--- src/sdrs_params.svh ---
`ifndef SDRS_PARAMS_SVH
`define SDRS_PARAMS_SVH

// ****************************************************
// bus geometry
// ****************************************************
`define SDRS_ADDR_W        7
`define SDRS_DATA_W        32

// ****************************************************
// register byte offsets
// ****************************************************
`define SDRS_OFF_PAYLOAD_VALID  7'h18
`define SDRS_OFF_STREAM15       7'h38
`define SDRS_OFF_VERSION        7'h3C
`define SDRS_OFF_BUILD_CFG      7'h40
`define SDRS_OFF_RATE_MODE      7'h44
`define SDRS_OFF_TRANSPORT      7'h48

// ****************************************************
// field positions
// ****************************************************
`define SDRS_POS_VALID_DS15     7
`define SDRS_POS_EDH_PRESENT    1
`define SDRS_POS_LEVEL_B        7
`define SDRS_POS_STREAMS_LO     4
`define SDRS_POS_MODE_LOCKED    3
`define SDRS_POS_MODE_LO        0
`define SDRS_POS_T_RATE_LO      8
`define SDRS_POS_T_FAMILY_LO    4
`define SDRS_POS_T_SCAN         1
`define SDRS_POS_T_LOCKED       0

// ****************************************************
// reset values
// ****************************************************
`define SDRS_RST_STREAM15       32'h0000_0000
`define SDRS_RST_STREAMS        3'h1
`define SDRS_RST_MODE_LOCKED    1'b1
`define SDRS_RST_MODE           3'h0
`define SDRS_RST_T_RATE         4'h0
`define SDRS_RST_T_FAMILY       4'hF

// ****************************************************
// version fields (values arbitrary)
// ****************************************************
`define SDRS_VER_MAJOR          8'h05
`define SDRS_VER_MINOR          8'h03
`define SDRS_VER_REV            4'h2
`define SDRS_VER_PATCH          4'h1
`define SDRS_VER_INTERNAL       8'h07

// ****************************************************
// AXI response codes
// ****************************************************
`define SDRS_RESP_OKAY          2'h0
`define SDRS_RESP_SLVERR        2'h2

`endif

--- src/sdrs_pkg.sv ---
package sdrs_pkg;

  // ****************************************************
  // field types
  // ****************************************************
  // detected line-rate mode
  typedef enum logic [2:0] {
    SDRS_MODE_HD      = 3'h0,
    SDRS_MODE_SD      = 3'h1,
    SDRS_MODE_3G      = 3'h2,
    SDRS_MODE_6G      = 3'h4,
    SDRS_MODE_12G     = 3'h5,
    SDRS_MODE_12G_DIV = 3'h6
  } sdrs_rate_mode_t;

  // active data stream count code
  typedef enum logic [2:0] {
    SDRS_STREAMS_1  = 3'h0,
    SDRS_STREAMS_2  = 3'h1,
    SDRS_STREAMS_4  = 3'h2,
    SDRS_STREAMS_8  = 3'h3,
    SDRS_STREAMS_16 = 3'h4
  } sdrs_stream_count_t;

  // ****************************************************
  // bus state machines
  // ****************************************************
  typedef enum logic [1:0] {
    SDRS_RD_IDLE = 2'h0,
    SDRS_RD_DATA = 2'h1
  } sdrs_rd_state_t;

  typedef enum logic [1:0] {
    SDRS_WR_IDLE     = 2'h0,
    SDRS_WR_GOT_ADDR = 2'h1,
    SDRS_WR_RESP     = 2'h3,
    SDRS_WR_GOT_DATA = 2'h2
  } sdrs_wr_state_t;

endpackage

--- src/sdrs_status_regs.sv ---
`timescale 1ns/1ps
`include "sdrs_params.svh"

module sdrs_status_regs #(
  parameter logic BUILD_WITH_ERROR_PACKET_PROCESSOR = 1'b1
) (
  input  logic                         clk,
  input  logic                         reset_n,
  // AXI4-Lite write address
  input  logic [6:0]                   s_axi_awaddr,
  input  logic                         s_axi_awvalid,
  output logic                         s_axi_awready,
  // AXI4-Lite write data
  input  logic [31:0]                  s_axi_wdata,
  input  logic [3:0]                   s_axi_wstrb,
  input  logic                         s_axi_wvalid,
  output logic                         s_axi_wready,
  // AXI4-Lite write response
  output logic [1:0]                   s_axi_bresp,
  output logic                         s_axi_bvalid,
  input  logic                         s_axi_bready,
  // AXI4-Lite read address
  input  logic [6:0]                   s_axi_araddr,
  input  logic                         s_axi_arvalid,
  output logic                         s_axi_arready,
  // AXI4-Lite read data
  output logic [31:0]                  s_axi_rdata,
  output logic [1:0]                   s_axi_rresp,
  output logic                         s_axi_rvalid,
  input  logic                         s_axi_rready,
  // module control: mode detection enable
  input  logic                         mode_det_enable,
  // mode detector
  input  sdrs_pkg::sdrs_rate_mode_t    det_mode,
  input  logic                         det_mode_locked,
  input  logic                         det_level_b,
  input  sdrs_pkg::sdrs_stream_count_t det_streams,
  // transport detector
  input  logic [3:0]                   ts_rate,
  input  logic [3:0]                   ts_family,
  input  logic                         ts_scan,
  input  logic                         ts_locked,
  // payload identifier extractor, stream 15
  input  logic [31:0]                  payload_in,
  input  logic                         payload_in_ok
);
  import sdrs_pkg::*;

  // ****************************************************
  // status fields
  // ****************************************************
  sdrs_rate_mode_t    rate_mode;       // registered line rate
  logic               mode_locked;     // registered lock
  logic               level_b_3g_flag; // registered level B
  sdrs_stream_count_t active_stream_count; // registered count
  logic [3:0]         t_rate;          // transport frame rate
  logic [3:0]         t_family;        // transport family
  logic               t_scan;          // transport scan
  logic               t_locked;        // transport locked
  logic [31:0]        stream15_payload_bytes; // captured word
  logic               stream15_payload_valid; // capture valid

  // ****************************************************
  // bus state
  // ****************************************************
  sdrs_rd_state_t rd_state;       // read channel state
  sdrs_rd_state_t next_rd_state;  // read next state
  logic [31:0]    next_rdata;     // read data next
  logic [1:0]     next_rresp;     // read response next
  sdrs_wr_state_t wr_state;       // write channel state
  sdrs_wr_state_t next_wr_state;  // write next state
  logic [6:0]     wr_addr;        // latched write address
  logic [6:0]     next_wr_addr;   // write address next
  logic [1:0]     next_bresp;     // write response next
  logic [32:0]    rd_word;        // decode hit and data

  // ****************************************************
  // field sources
  // ****************************************************
  // status fields sampled from the detectors
  sdrs_status_sync u_status (
    .clk                 (clk),
    .reset_n             (reset_n),
    .mode_det_enable     (mode_det_enable),
    .det_mode            (det_mode),
    .det_mode_locked     (det_mode_locked),
    .det_level_b         (det_level_b),
    .det_streams         (det_streams),
    .ts_rate             (ts_rate),
    .ts_family           (ts_family),
    .ts_scan             (ts_scan),
    .ts_locked           (ts_locked),
    .rate_mode           (rate_mode),
    .mode_locked         (mode_locked),
    .level_b_3g_flag     (level_b_3g_flag),
    .active_stream_count (active_stream_count),
    .t_rate              (t_rate),
    .t_family            (t_family),
    .t_scan              (t_scan),
    .t_locked            (t_locked)
  );

  // payload identifier word for stream 15
  sdrs_payload_capture u_capture (
    .clk                    (clk),
    .reset_n                (reset_n),
    .payload_in             (payload_in),
    .payload_in_ok          (payload_in_ok),
    .stream15_payload_bytes (stream15_payload_bytes),
    .stream15_payload_valid (stream15_payload_valid)
  );

  // ****************************************************
  // address decode
  // ****************************************************
  // true when the word address matches a register offset
  function automatic logic word_hit(input logic [6:0] addr,
                                    input logic [6:0] off);
    word_hit = (addr[6:2] == off[6:2]);
  endfunction

  // true for any mapped register
  function automatic logic is_mapped(input logic [6:0] addr);
    is_mapped = word_hit(addr, `SDRS_OFF_PAYLOAD_VALID) ||
                word_hit(addr, `SDRS_OFF_STREAM15) ||
                word_hit(addr, `SDRS_OFF_VERSION) ||
                word_hit(addr, `SDRS_OFF_BUILD_CFG) ||
                word_hit(addr, `SDRS_OFF_RATE_MODE) ||
                word_hit(addr, `SDRS_OFF_TRANSPORT);
  endfunction

  // ****************************************************
  // read mux
  // ****************************************************
  // reserved bits stay zero because each word starts cleared
  always_comb begin
    rd_word = {is_mapped(s_axi_araddr), 32'h0000_0000};
    if (word_hit(s_axi_araddr, `SDRS_OFF_PAYLOAD_VALID)) begin
      rd_word[`SDRS_POS_VALID_DS15] = stream15_payload_valid;
    end
    if (word_hit(s_axi_araddr, `SDRS_OFF_STREAM15)) begin
      rd_word[31:0] = stream15_payload_bytes;
    end
    if (word_hit(s_axi_araddr, `SDRS_OFF_VERSION)) begin
      rd_word[31:0] = {`SDRS_VER_MAJOR, `SDRS_VER_MINOR,
                       `SDRS_VER_REV, `SDRS_VER_PATCH,
                       `SDRS_VER_INTERNAL};
    end
    if (word_hit(s_axi_araddr, `SDRS_OFF_BUILD_CFG)) begin
      rd_word[`SDRS_POS_EDH_PRESENT] =
        BUILD_WITH_ERROR_PACKET_PROCESSOR;
    end
    if (word_hit(s_axi_araddr, `SDRS_OFF_RATE_MODE)) begin
      rd_word[`SDRS_POS_LEVEL_B] = level_b_3g_flag;
      rd_word[`SDRS_POS_STREAMS_LO +: 3] =
        active_stream_count;
      rd_word[`SDRS_POS_MODE_LOCKED] = mode_locked;
      rd_word[`SDRS_POS_MODE_LO +: 3] = rate_mode;
    end
    if (word_hit(s_axi_araddr, `SDRS_OFF_TRANSPORT)) begin
      rd_word[`SDRS_POS_T_RATE_LO +: 4] = t_rate;
      rd_word[`SDRS_POS_T_FAMILY_LO +: 4] = t_family;
      rd_word[`SDRS_POS_T_SCAN] = t_scan;
      rd_word[`SDRS_POS_T_LOCKED] = t_locked;
    end
  end

  // ****************************************************
  // read channel
  // ****************************************************
  // address accepted only while idle; data held until taken
  assign s_axi_arready = (rd_state == SDRS_RD_IDLE);
  assign s_axi_rvalid  = (rd_state == SDRS_RD_DATA);

  // next read state and captured answer
  always_comb begin
    next_rd_state = rd_state;
    next_rdata    = s_axi_rdata;
    next_rresp    = s_axi_rresp;
    case (rd_state)
      SDRS_RD_IDLE: begin
        if (s_axi_arvalid) begin
          next_rd_state = SDRS_RD_DATA;
          next_rdata    = rd_word[31:0];
          // unmapped words answer with a slave error
          next_rresp    = rd_word[32] ? `SDRS_RESP_OKAY
                                      : `SDRS_RESP_SLVERR;
        end
      end
      SDRS_RD_DATA: begin
        if (s_axi_rready) begin
          next_rd_state = SDRS_RD_IDLE;
        end
      end
      default: begin
        next_rd_state = SDRS_RD_IDLE;
      end
    endcase
  end

  // register read state
  always_ff @(posedge clk or negedge reset_n) begin
    if (!reset_n) begin
      rd_state    <= SDRS_RD_IDLE;
      s_axi_rdata <= 32'h0000_0000;
      s_axi_rresp <= `SDRS_RESP_OKAY;
    end else begin
      rd_state    <= next_rd_state;
      s_axi_rdata <= next_rdata;
      s_axi_rresp <= next_rresp;
    end
  end

  // ****************************************************
  // write channel
  // ****************************************************
  // address and data may come in either order or together
  assign s_axi_awready = (wr_state == SDRS_WR_IDLE) ||
                         (wr_state == SDRS_WR_GOT_DATA);
  assign s_axi_wready  = (wr_state == SDRS_WR_IDLE) ||
                         (wr_state == SDRS_WR_GOT_ADDR);
  assign s_axi_bvalid  = (wr_state == SDRS_WR_RESP);

  // next write state; the data never reaches any register
  always_comb begin
    next_wr_state = wr_state;
    next_wr_addr  = wr_addr;
    next_bresp    = s_axi_bresp;
    case (wr_state)
      SDRS_WR_IDLE: begin
        if (s_axi_awvalid) begin
          next_wr_addr = s_axi_awaddr;
        end
        if (s_axi_awvalid && s_axi_wvalid) begin
          next_wr_state = SDRS_WR_RESP;
          next_bresp    = is_mapped(s_axi_awaddr)
                          ? `SDRS_RESP_OKAY : `SDRS_RESP_SLVERR;
        end else if (s_axi_awvalid) begin
          next_wr_state = SDRS_WR_GOT_ADDR;
        end else if (s_axi_wvalid) begin
          next_wr_state = SDRS_WR_GOT_DATA;
        end
      end
      SDRS_WR_GOT_ADDR: begin
        if (s_axi_wvalid) begin
          next_wr_state = SDRS_WR_RESP;
          next_bresp    = is_mapped(wr_addr)
                          ? `SDRS_RESP_OKAY : `SDRS_RESP_SLVERR;
        end
      end
      SDRS_WR_GOT_DATA: begin
        if (s_axi_awvalid) begin
          next_wr_addr  = s_axi_awaddr;
          next_wr_state = SDRS_WR_RESP;
          next_bresp    = is_mapped(s_axi_awaddr)
                          ? `SDRS_RESP_OKAY : `SDRS_RESP_SLVERR;
        end
      end
      SDRS_WR_RESP: begin
        if (s_axi_bready) begin
          next_wr_state = SDRS_WR_IDLE;
        end
      end
      default: begin
        next_wr_state = SDRS_WR_IDLE;
      end
    endcase
  end

  // register write state
  always_ff @(posedge clk or negedge reset_n) begin
    if (!reset_n) begin
      wr_state    <= SDRS_WR_IDLE;
      wr_addr     <= 7'h00;
      s_axi_bresp <= `SDRS_RESP_OKAY;
    end else begin
      wr_state    <= next_wr_state;
      wr_addr     <= next_wr_addr;
      s_axi_bresp <= next_bresp;
    end
  end

endmodule

--- src/sdrs_payload_capture.sv ---
`timescale 1ns/1ps
`include "sdrs_params.svh"

module sdrs_payload_capture (
  input  logic        clk,           // bus clock
  input  logic        reset_n,       // async reset, active low
  input  logic [31:0] payload_in,    // extractor payload bytes
  input  logic        payload_in_ok, // extractor says bytes valid
  output logic [31:0] stream15_payload_bytes, // last captured word
  output logic        stream15_payload_valid  // capture valid flag
);
  import sdrs_pkg::*;

  logic [31:0] next_bytes;  // next captured word
  logic        next_valid;  // next valid flag

  // ****************************************************
  // capture next values
  // ****************************************************
  // take the word while valid, otherwise hold the last one
  always_comb begin
    next_bytes = stream15_payload_bytes;
    next_valid = payload_in_ok;
    if (payload_in_ok) begin
      next_bytes = payload_in;
    end
  end

  // register the capture
  always_ff @(posedge clk or negedge reset_n) begin
    if (!reset_n) begin
      stream15_payload_bytes <= `SDRS_RST_STREAM15;
      stream15_payload_valid <= 1'b0;
    end else begin
      stream15_payload_bytes <= next_bytes;
      stream15_payload_valid <= next_valid;
    end
  end

endmodule

--- src/sdrs_status_sync.sv ---
`timescale 1ns/1ps
`include "sdrs_params.svh"

module sdrs_status_sync (
  input  logic                        clk,
  input  logic                        reset_n,
  input  logic                        mode_det_enable,
  input  sdrs_pkg::sdrs_rate_mode_t   det_mode,
  input  logic                        det_mode_locked,
  input  logic                        det_level_b,
  input  sdrs_pkg::sdrs_stream_count_t det_streams,
  input  logic [3:0]                  ts_rate,
  input  logic [3:0]                  ts_family,
  input  logic                        ts_scan,
  input  logic                        ts_locked,
  output sdrs_pkg::sdrs_rate_mode_t   rate_mode,
  output logic                        mode_locked,
  output logic                        level_b_3g_flag,
  output sdrs_pkg::sdrs_stream_count_t active_stream_count,
  output logic [3:0]                  t_rate,
  output logic [3:0]                  t_family,
  output logic                        t_scan,
  output logic                        t_locked
);
  import sdrs_pkg::*;

  logic next_mode_locked;  // lock as seen by software

  // ****************************************************
  // lock override
  // ****************************************************
  // lock forced high while mode detection is disabled
  always_comb begin
    next_mode_locked = mode_det_enable ? det_mode_locked : 1'b1;
  end

  // register all status fields with their reset codes
  always_ff @(posedge clk or negedge reset_n) begin
    if (!reset_n) begin
      rate_mode           <= sdrs_rate_mode_t'(`SDRS_RST_MODE);
      mode_locked         <= `SDRS_RST_MODE_LOCKED;
      level_b_3g_flag     <= 1'b0;
      active_stream_count <= sdrs_stream_count_t'(`SDRS_RST_STREAMS);
      t_rate              <= `SDRS_RST_T_RATE;
      t_family            <= `SDRS_RST_T_FAMILY;
      t_scan              <= 1'b0;
      t_locked            <= 1'b0;
    end else begin
      rate_mode           <= det_mode;
      mode_locked         <= next_mode_locked;
      level_b_3g_flag     <= det_level_b;
      active_stream_count <= det_streams;
      t_rate              <= ts_rate;
      t_family            <= ts_family;
      t_scan              <= ts_scan;
      t_locked            <= ts_locked;
    end
  end

endmodule

--- config.mk ---
export PLATFORM = sky130hd
export DESIGN_NAME = sdrs_status_regs
export DESIGN_NICKNAME = d
export VERILOG_FILES = /design/src/sdrs_pkg.sv /design/src/sdrs_status_regs.sv /design/src/sdrs_payload_capture.sv /design/src/sdrs_status_sync.sv
export VERILOG_INCLUDE_DIRS = /design/src /design/src/src
export SDC_FILE = /design/constraint.sdc
export NUM_CORES = 1
export LEC_CHECK = 0
export ABC_AREA = 1
export BUFFER_PORTS_ARGS = -buffer_cell sky130_fd_sc_hd__buf_2
export CORE_MARGIN = 3
export CORE_UTILIZATION = 50
export DETAILED_ROUTE_END_ITERATION = 6
export GPL_TIMING_DRIVEN = 0
export PLACE_DENSITY_LB_ADDON = 0.15
export SYNTH_ARGS = -nofsm -noshare
export SYNTH_HDL_FRONTEND = slang
export SYNTH_SLANG_ARGS = --single-unit
export TNS_END_PERCENT = 50
--- constraint.sdc ---
create_clock -name clk -period 2.7 [get_ports clk]
set_input_delay 0.27 -clock clk [delete_from_list [all_inputs] [get_ports clk]]
set_output_delay 0.27 -clock clk [all_outputs]
set_load 0.02 [all_outputs]
==> results of run 1 <==
-- metal layers --
metal | global-route usage [%] | vias up
li1 | - | 1511
met1 | 25.4 | 1438
met2 | 32.6 | 92
met3 | 6.69 | 4
met4 | 5.05 | 0
met5 | 0 | -
-- where the power goes --
part	internal [uW]	switching, uW
clock	385	452
combinational	284	478
sequential	1550	75.4
total	2220	1010
-- through the flow --
step	util (%)	setup WS, ns
2_1_floorplan	-	1.16
3_3_place_gp	61.5	0.515
3_5_place_dp	61.9	1.18
4_1_cts	64.4	1.01
5_1_grt	65.9	0.886
6_report	65.9	1.01
-- Yosys cell counts, drive strengths merged --
cell    instances  area [sq um]
a21oi           3          15.0
a31oi           4          25.0
buf            11          70.1
clkbuf          4          15.0
clkinv          1          3.75
conb            1          3.75
dfrtp          87          2180
dfstp           6           158
ha              5          62.6
inv            41           159
mux2           18           203
nand2         114           435
nand3          18           103
nand3b          1          7.51
nand4           3          18.8
nor2           21           110
o21ai          37           185
o22ai           1          6.26
o31ai          15           163
-- kinds of logic (layout without fill, tap and decap cells) --
family | Yosys count | count (layout) | share of synthesized area, %
and+or+nand+nor | 157 | 157 | 17.2
DFF | 93 | 93 | 59.6
AOI/OAI and AO/OA | 60 | 60 | 10.1
buffers and inverters | 57 | 192 | 6.32
muxes | 18 | 18 | 5.17
adders and majority gates | 5 | 5 | 1.60
other | 1 | 2 | 0.0957
-- path summary, 6_finish.rpt --
path | slack, ns | start | endpoint | cells after the start
max | 1.01 | wr_state[1] | s_axi_awready | 5
min | 0.03 | ts_family[3] | u_status.t_family[3] | 1
max reg2reg | 1.16 | wr_state[1] | wr_addr[2] | 6
min reg2reg | 0.48 | s_axi_rdata[16] | s_axi_rdata[16] | 2
max in group asynchronous | 1.67 | reset_n | u_status.t_family[3] | 3
min in group asynchronous | 0.38 | reset_n | u_status.t_rate[3] | 2
-- repair_timing --
item | 4_1_cts | 5_1_grt
gates resized for setup | 0 | 0
endpoints found under the hold margin | 21 | 11
hold buffers | 1 | 11
endpoints found under the setup margin | 0 | 0
-- flip-flops by register name, summed over array words and instances, names as in the netlist --
register	cells
u_capture.stream15_payload_bytes	32
s_axi_rdata	32
u_status.t_family	4
u_status.t_rate	4
wr_addr	5
u_capture.stream15_payload_valid	1
s_axi_rresp	1
u_status.t_scan	1
s_axi_bresp	1
rd_state	1
wr_state	2
u_status.rate_mode	3
u_status.t_locked	1
u_status.active_stream_count	3
u_status.mode_locked	1
u_status.level_b_3g_flag	1
-- final cells by class --
cell class	instances	area, sq um
Inverter	42	163
Sequential cell	93	2330
Clock inverter	3	20.0
Buffer	15	85.1
Clock buffer	13	159
Multi-Input combinational cell	242	1340
Timing Repair Buffer	119	681
Tap cell	99	124
Fill cell	656	2540
-- critical path: cells and delay by family, from the launching register on --
kind,cells,cell delay [ns]
DFF,1,0.41
buffers and inverters,3,0.36
and+or+nand+nor,1,0.07
adders and majority gates,1,0.23
==> impl_metrics.env, run 1 <==
export IMPL_synth_area_sq_um=3920
export IMPL_max_cap_violations=0
export IMPL_layout_commonest_cell="nand2_1"
export IMPL_synth_seq_cells=93
export IMPL_final_cell_mix="nand2_1, buf_2, dfrtp_1"
export IMPL_crit_fanout=4
export IMPL_cp_arrival_ns=1.42
export IMPL_diodes=0
export IMPL_power_total_uw=3230
export IMPL_hold_ws_ns=0.0302
export IMPL_syn_instance_count=391
export IMPL_end_kind="output pin"
export IMPL_core_area_sq_um=7450
export IMPL_start_util_pct=52.6
export IMPL_min_path_type="primary input to register"
export IMPL_final_area_sq_um=4910
export IMPL_antenna_found_initial=0
export IMPL_cts_tree="built"
export IMPL_grt_overflow_total=0
export IMPL_m1WireLength_microns=3670
export IMPL_max_stage_delay_ns=0.41
export IMPL_clock_tree_buffer_depth=2
export IMPL_wl_per_cell_microns=13.8
export IMPL_path_clk_slew_ns=0.08
export IMPL_ys_seq_area_share_pct=59.6
export IMPL_clkSinkCount=93
export IMPL_remaining_drc_errors=0
export IMPL_rsz0062_at_grt="no"
export IMPL_dieArea_sq_um=8940
export IMPL_cts_setup_buffers=0
export IMPL_numCtsBuffers=9
export IMPL_fin_nets=636
export IMPL_p_leak_uw=0.00258
export IMPL_min_period_over_period_pct=62.5
export IMPL_worst_slew_pin_slew_ns=0.648
export IMPL_required_ns=2.43
export IMPL_grt_pass1_wl_microns=13500
export IMPL_dr_total_vias=3045
export IMPL_top_layer="met4"
export IMPL_avgSynthCellArea_sq_um=10.0
export IMPL_viasPerCell=4.86
export IMPL_critPathSlowestCell="dfrtp_1"
export IMPL_tns_ns=0
export IMPL_ys_warnings_count=0
export IMPL_crit_chain="inv_1 > ha_1 > inv_1 > nand2_1 > buf_2"
export IMPL_fin_cells=626
export IMPL_critical_path_class="register to output pin"
export IMPL_grt_pass1_vias=2894
export IMPL_period_minus_slack_ns=1.69
export IMPL_maxSlewHeadroom_pct=56.7
export IMPL_final_hold_viol_count=0
export IMPL_rows=31
export IMPL_dr_pass1_iters=4
export IMPL_root_buffer="clkbuf_8"
export IMPL_skew_ns=0.00535
export IMPL_met3_length_microns=643
export IMPL_clkLatencyLatePin_ns=0.34
export IMPL_io_pin_count=150
export IMPL_outcome="finished clean"
export IMPL_final_antenna_net_count=0
export IMPL_finalWeightedCongestion=0.806
export IMPL_die_w_microns=94.5
export IMPL_grt_start_max_net_pins=68
export IMPL_grtUsageTotal_pct=19.9
export IMPL_clock_fmax_mhz=593
export IMPL_cp_start_kind="register"
export IMPL_powerDensity_nw_per_um2=657
export IMPL_dr_wl_met2_microns=4310
export IMPL_cp_common_cell="inv_1"
export IMPL_routed_wl_microns=8660
export IMPL_yosysUniqueCellTypes=31
export IMPL_setup_violations=0
export IMPL_area_growth_synth_to_final_pct=25.2
export IMPL_portBuffers=106
export IMPL_die_y_microns=94.5
export IMPL_dp_hpwl_microns=6180
export IMPL_drv_slew=0
export IMPL_ir_drop_mv=0.532
export IMPL_drt_iter0_drc=157
export IMPL_placed_cells=598
export IMPL_drive_gt1_share_pct=32.8
export IMPL_htree_levels=3
export IMPL_place_area_sq_um=4610
(Power assumes the default switching activity.)
==> run 2: changes to the inputs <==
- ABC_AREA: 1 -> 0
- CORE_UTILIZATION: 50 -> 48
- clock period: 2.7 -> 1.65 ns (I/O delays scaled with it)
==> run 2 against run 1 <==
Against the previous run:
- the run now ends with setup timing left
- sequential cell count unchanged
- synthesized area fell by 4.2%
- synthesized cell count decreased by 21%
- wire length down 2.6%
- largest cell class unchanged
==> impl_metrics.env, run 2 <==
export IMPL_synthTopCellsByCount="dfrtp_1, nand2_1, mux2_2, o21ai_0, clkbuf_1"
export IMPL_dr_total_vias=2852
export IMPL_viasPerCell=5.07
export IMPL_synthFlopType="dfrtp_1"
export IMPL_drive_gt1_share_pct=42.7
export IMPL_synthTopCellsByArea="dfrtp_1, mux2_2, nand2_1"
export IMPL_core_area_sq_um=7410
export IMPL_p_int_uw=4130
export IMPL_worst_slew_pin_slew_ns=0.618
export IMPL_path_clk_slew_ns=0.10
export IMPL_final_hold_viol_count=0
export IMPL_critPathLaunch="wr_state[0]"
export IMPL_synth_top_area_cell="dfrtp_1"
export IMPL_final_antenna_net_count=0
export IMPL_dr_pass1_iters=5
export IMPL_avgSynthCellArea_sq_um=12.2
export IMPL_clkPwrFrac_pct=26.5
export IMPL_setup_ws_ns=-0.0746
export IMPL_start_util_pct=50.7
export IMPL_final_area_sq_um=5020
export IMPL_die_w_microns=94.4
export IMPL_cp_start_kind="register"
export IMPL_layout_commonest_cell="buf_2"
export IMPL_biggestRegsByFlops="s_axi_rdata (32), u_capture.stream15_payload_bytes (32), wr_addr (5)"
export IMPL_crit_chain="inv_2 > ha_4 > or2_4 > a221oi_4 > mux2_4"
export IMPL_cp_arrival_ns=1.96
export IMPL_crit_fanout=3
export IMPL_worstRegToRegCells=5
export IMPL_area_growth_synth_to_final_pct=33.7
export IMPL_place_area_sq_um=4460
export IMPL_diodes=0
export IMPL_synth_area_sq_um=3750
export IMPL_cp_depth=5
export IMPL_numCtsBuffers=9
export IMPL_critPathSlowestCell="dfrtp_1"
export IMPL_grt_start_max_net_pins=63
export IMPL_io_pin_count=150
export IMPL_dieArea_sq_um=8920
export IMPL_outcome="finished, violations left"
export IMPL_syn_instance_count=309
export IMPL_rsz0062_at_grt="yes"
export IMPL_power_frac_comb_pct=27.8
export IMPL_antenna_found_initial=0
export IMPL_min_period_over_period_pct=105
export IMPL_wl_per_cell_microns=15.0
export IMPL_grt_overflow_total=0
export IMPL_period_minus_slack_ns=1.72
export IMPL_ys_warnings_count=0
export IMPL_setup_violations=5
export IMPL_placed_cells=517
export IMPL_fillers=603
export IMPL_critical_path_class="register to register"
export IMPL_max_stage_delay_ns=0.44
export IMPL_yosysUniqueCellTypes=38
export IMPL_cts_tree="built"
export IMPL_htree_levels=3
export IMPL_synth_edf_count=0
export IMPL_crit_buf_inv=1
export IMPL_grt_pass1_wl_microns=13400
export IMPL_clkLatencyLatePin_ns=0.35
export IMPL_min_path_type="primary input to register"
export IMPL_dp_hpwl_microns=5850
export IMPL_fin_cells=563
export IMPL_grtUsageTotal_pct=19.7
export IMPL_seqPwrFrac_pct=45.8
export IMPL_tns_ns=-0.120
export IMPL_endpoint="s_axi_bresp[1]"
export IMPL_pre_cts_ws_ns=-0.157
export IMPL_die_y_microns=94.4
export IMPL_yosysTopAreaCellShare_pct=58.0
export IMPL_r2r_slack_ns=-0.07
export IMPL_postSynth_asyncResetShare_pct=100
export IMPL_remaining_drc_errors=0
export IMPL_drt_iter0_drc=93
export IMPL_end_kind="register"
export IMPL_synth_most_common_cell="dfrtp_1"
export IMPL_rows=31
export IMPL_skew_ns=0.00828
export IMPL_clock_tree_buffer_depth=2
export IMPL_worst_r2r_endpoint="s_axi_bresp[1]"
export IMPL_clock_fmax_mhz=580
export IMPL_failed_checks="setup timing"
export IMPL_routed_wl_microns=8440
export IMPL_root_buffer="clkbuf_8"
export IMPL_swShare_pct=29.8
export IMPL_grt_pass1_vias=2777
export IMPL_final_cell_mix="buf_2, dfrtp_1, nand2_1"
export IMPL_required_ns=1.89
export IMPL_drv_slew=0
export IMPL_reg2reg_from="wr_state[0]"
export IMPL_finalWeightedCongestion=0.789
export IMPL_max_cap_violations=0
export IMPL_fin_nets=573
export IMPL_p_leak_uw=0.00238
export IMPL_p_switching_uw=1760
export IMPL_maxSlewHeadroom_pct=58.8
export IMPL_clkSinkCount=93
export IMPL_ys_seq_area_share_pct=62.2
export IMPL_synth_seq_cells=93
export IMPL_ir_drop_mv=0.647
export IMPL_powerDensity_nw_per_um2=1170
export IMPL_portBuffers=107
export IMPL_path_delay_family="flip-flops"
-- run 2: cell count changes in the layout (fill, tap and decap cells not counted), sizes merged, moves of 7 or more --
cell         before  now
nand2           114   51
inv              41   12
mux2             18   39
nand3            18    0
nor2             21    8
dlygate4sd3      12   22
o31ai            15    6
buf             118  125
-- run 2: repair_timing --
action	4_1_cts	5_1_grt
endpoints found under the setup margin	27	8
pin swaps	5	4
cloned	0	0
hold buffers	22	0
resized for setup	9	11
hold endpoints to repair	46	0
setup buffers	6	2
-- run 2: layer usage --
metal | GRT usage, % | part of all wire [%] | vias up | routed length [microns]
li1 | - | - | 1364 | -
met1 | 25.8 | 44 | 1382 | 3680
met2 | 32.6 | 48 | 98 | 4070
met3 | 5.26 | 6.9 | 8 | 584
met4 | 5.42 | 1.2 | 0 | 104
met5 | 0 | 0 | - | 0
-- run 2: power by group through the flow --
| stage | combinational, uW | sequential [uW] | clock [uW] |
|---|---|---|---|
| 3_3_place_gp | 1200 | 2720 | 0 |
| 3_5_place_dp | 1240 | 2730 | 0 |
| 4_1_cts | 1480 | 2680 | 1590 |
| 2_1_floorplan | 789 | 2760 | 0 |
| 6_report | 1630 | 2690 | 1560 |
| 5_1_grt | 1770 | 2720 | 1700 |
-- run 2: logic make-up (layout without fill, tap and decap cells) --
kind of cell | count (synthesis) | in the layout | synth area share [%]
other cells | 1 | 2 | 0.0999
simple gates | 77 | 77 | 9.73
flops | 93 | 93 | 62.2
compound gates | 66 | 66 | 11.2
buf+inv | 26 | 180 | 2.90
mux | 41 | 41 | 12.2
fa+ha+maj | 5 | 5 | 1.67
-- run 2: worst min-delay path by stage --
stage / from / endpoint / slack (ns) / depth (start not counted)
2_1_floorplan: reset_n / rd_state[0] / -0.13 / 0
6_report: payload_in[25] / u_capture.stream15_payload_bytes[25] / 0.03 / 2
3_5_place_dp: reset_n / wr_addr[3] / 0.13 / 1
3_3_place_gp: det_streams[0] / u_status.active_stream_count[0] / 0.27 / 1
4_1_cts: payload_in[25] / u_capture.stream15_payload_bytes[25] / 0.02 / 2
5_1_grt: payload_in[7] / u_capture.stream15_payload_bytes[7] / 0.03 / 2
-- run 2: final cells by class --
type | count | area (sq um) | area share (%)
clock inverters | 7 | 80.1 | 1.60
inverters | 8 | 30.0 | 0.598
multi-input cells | 191 | 1390 | 27.6
well taps | 99 | 124 | 2.47
clock buffers | 9 | 124 | 2.47
plain buffers | 18 | 83.8 | 1.67
flip-flops and latches | 93 | 2340 | 46.5
repair buffers | 138 | 856 | 17.1
-- run 2: per-stage QoR --
step | hold slack, ns | power [uW] | util [%]
4_1_cts | 0.0198 | 5740 | 66.9
2_1_floorplan | -0.131 | 3550 | -
5_1_grt | 0.0256 | 6190 | 67.7
3_5_place_dp | 0.135 | 3980 | 60.2
6_report | 0.0348 | 5880 | 67.7
3_3_place_gp | 0.270 | 3920 | 59.8
-- run 2: worst register-to-register path: stages (launching register included) --
cell,delay [ns]
dfrtp_1,0.44
inv_2,0.10
ha_4,0.17
or2_4,0.26
a221oi_4,0.32
mux2_4,0.33
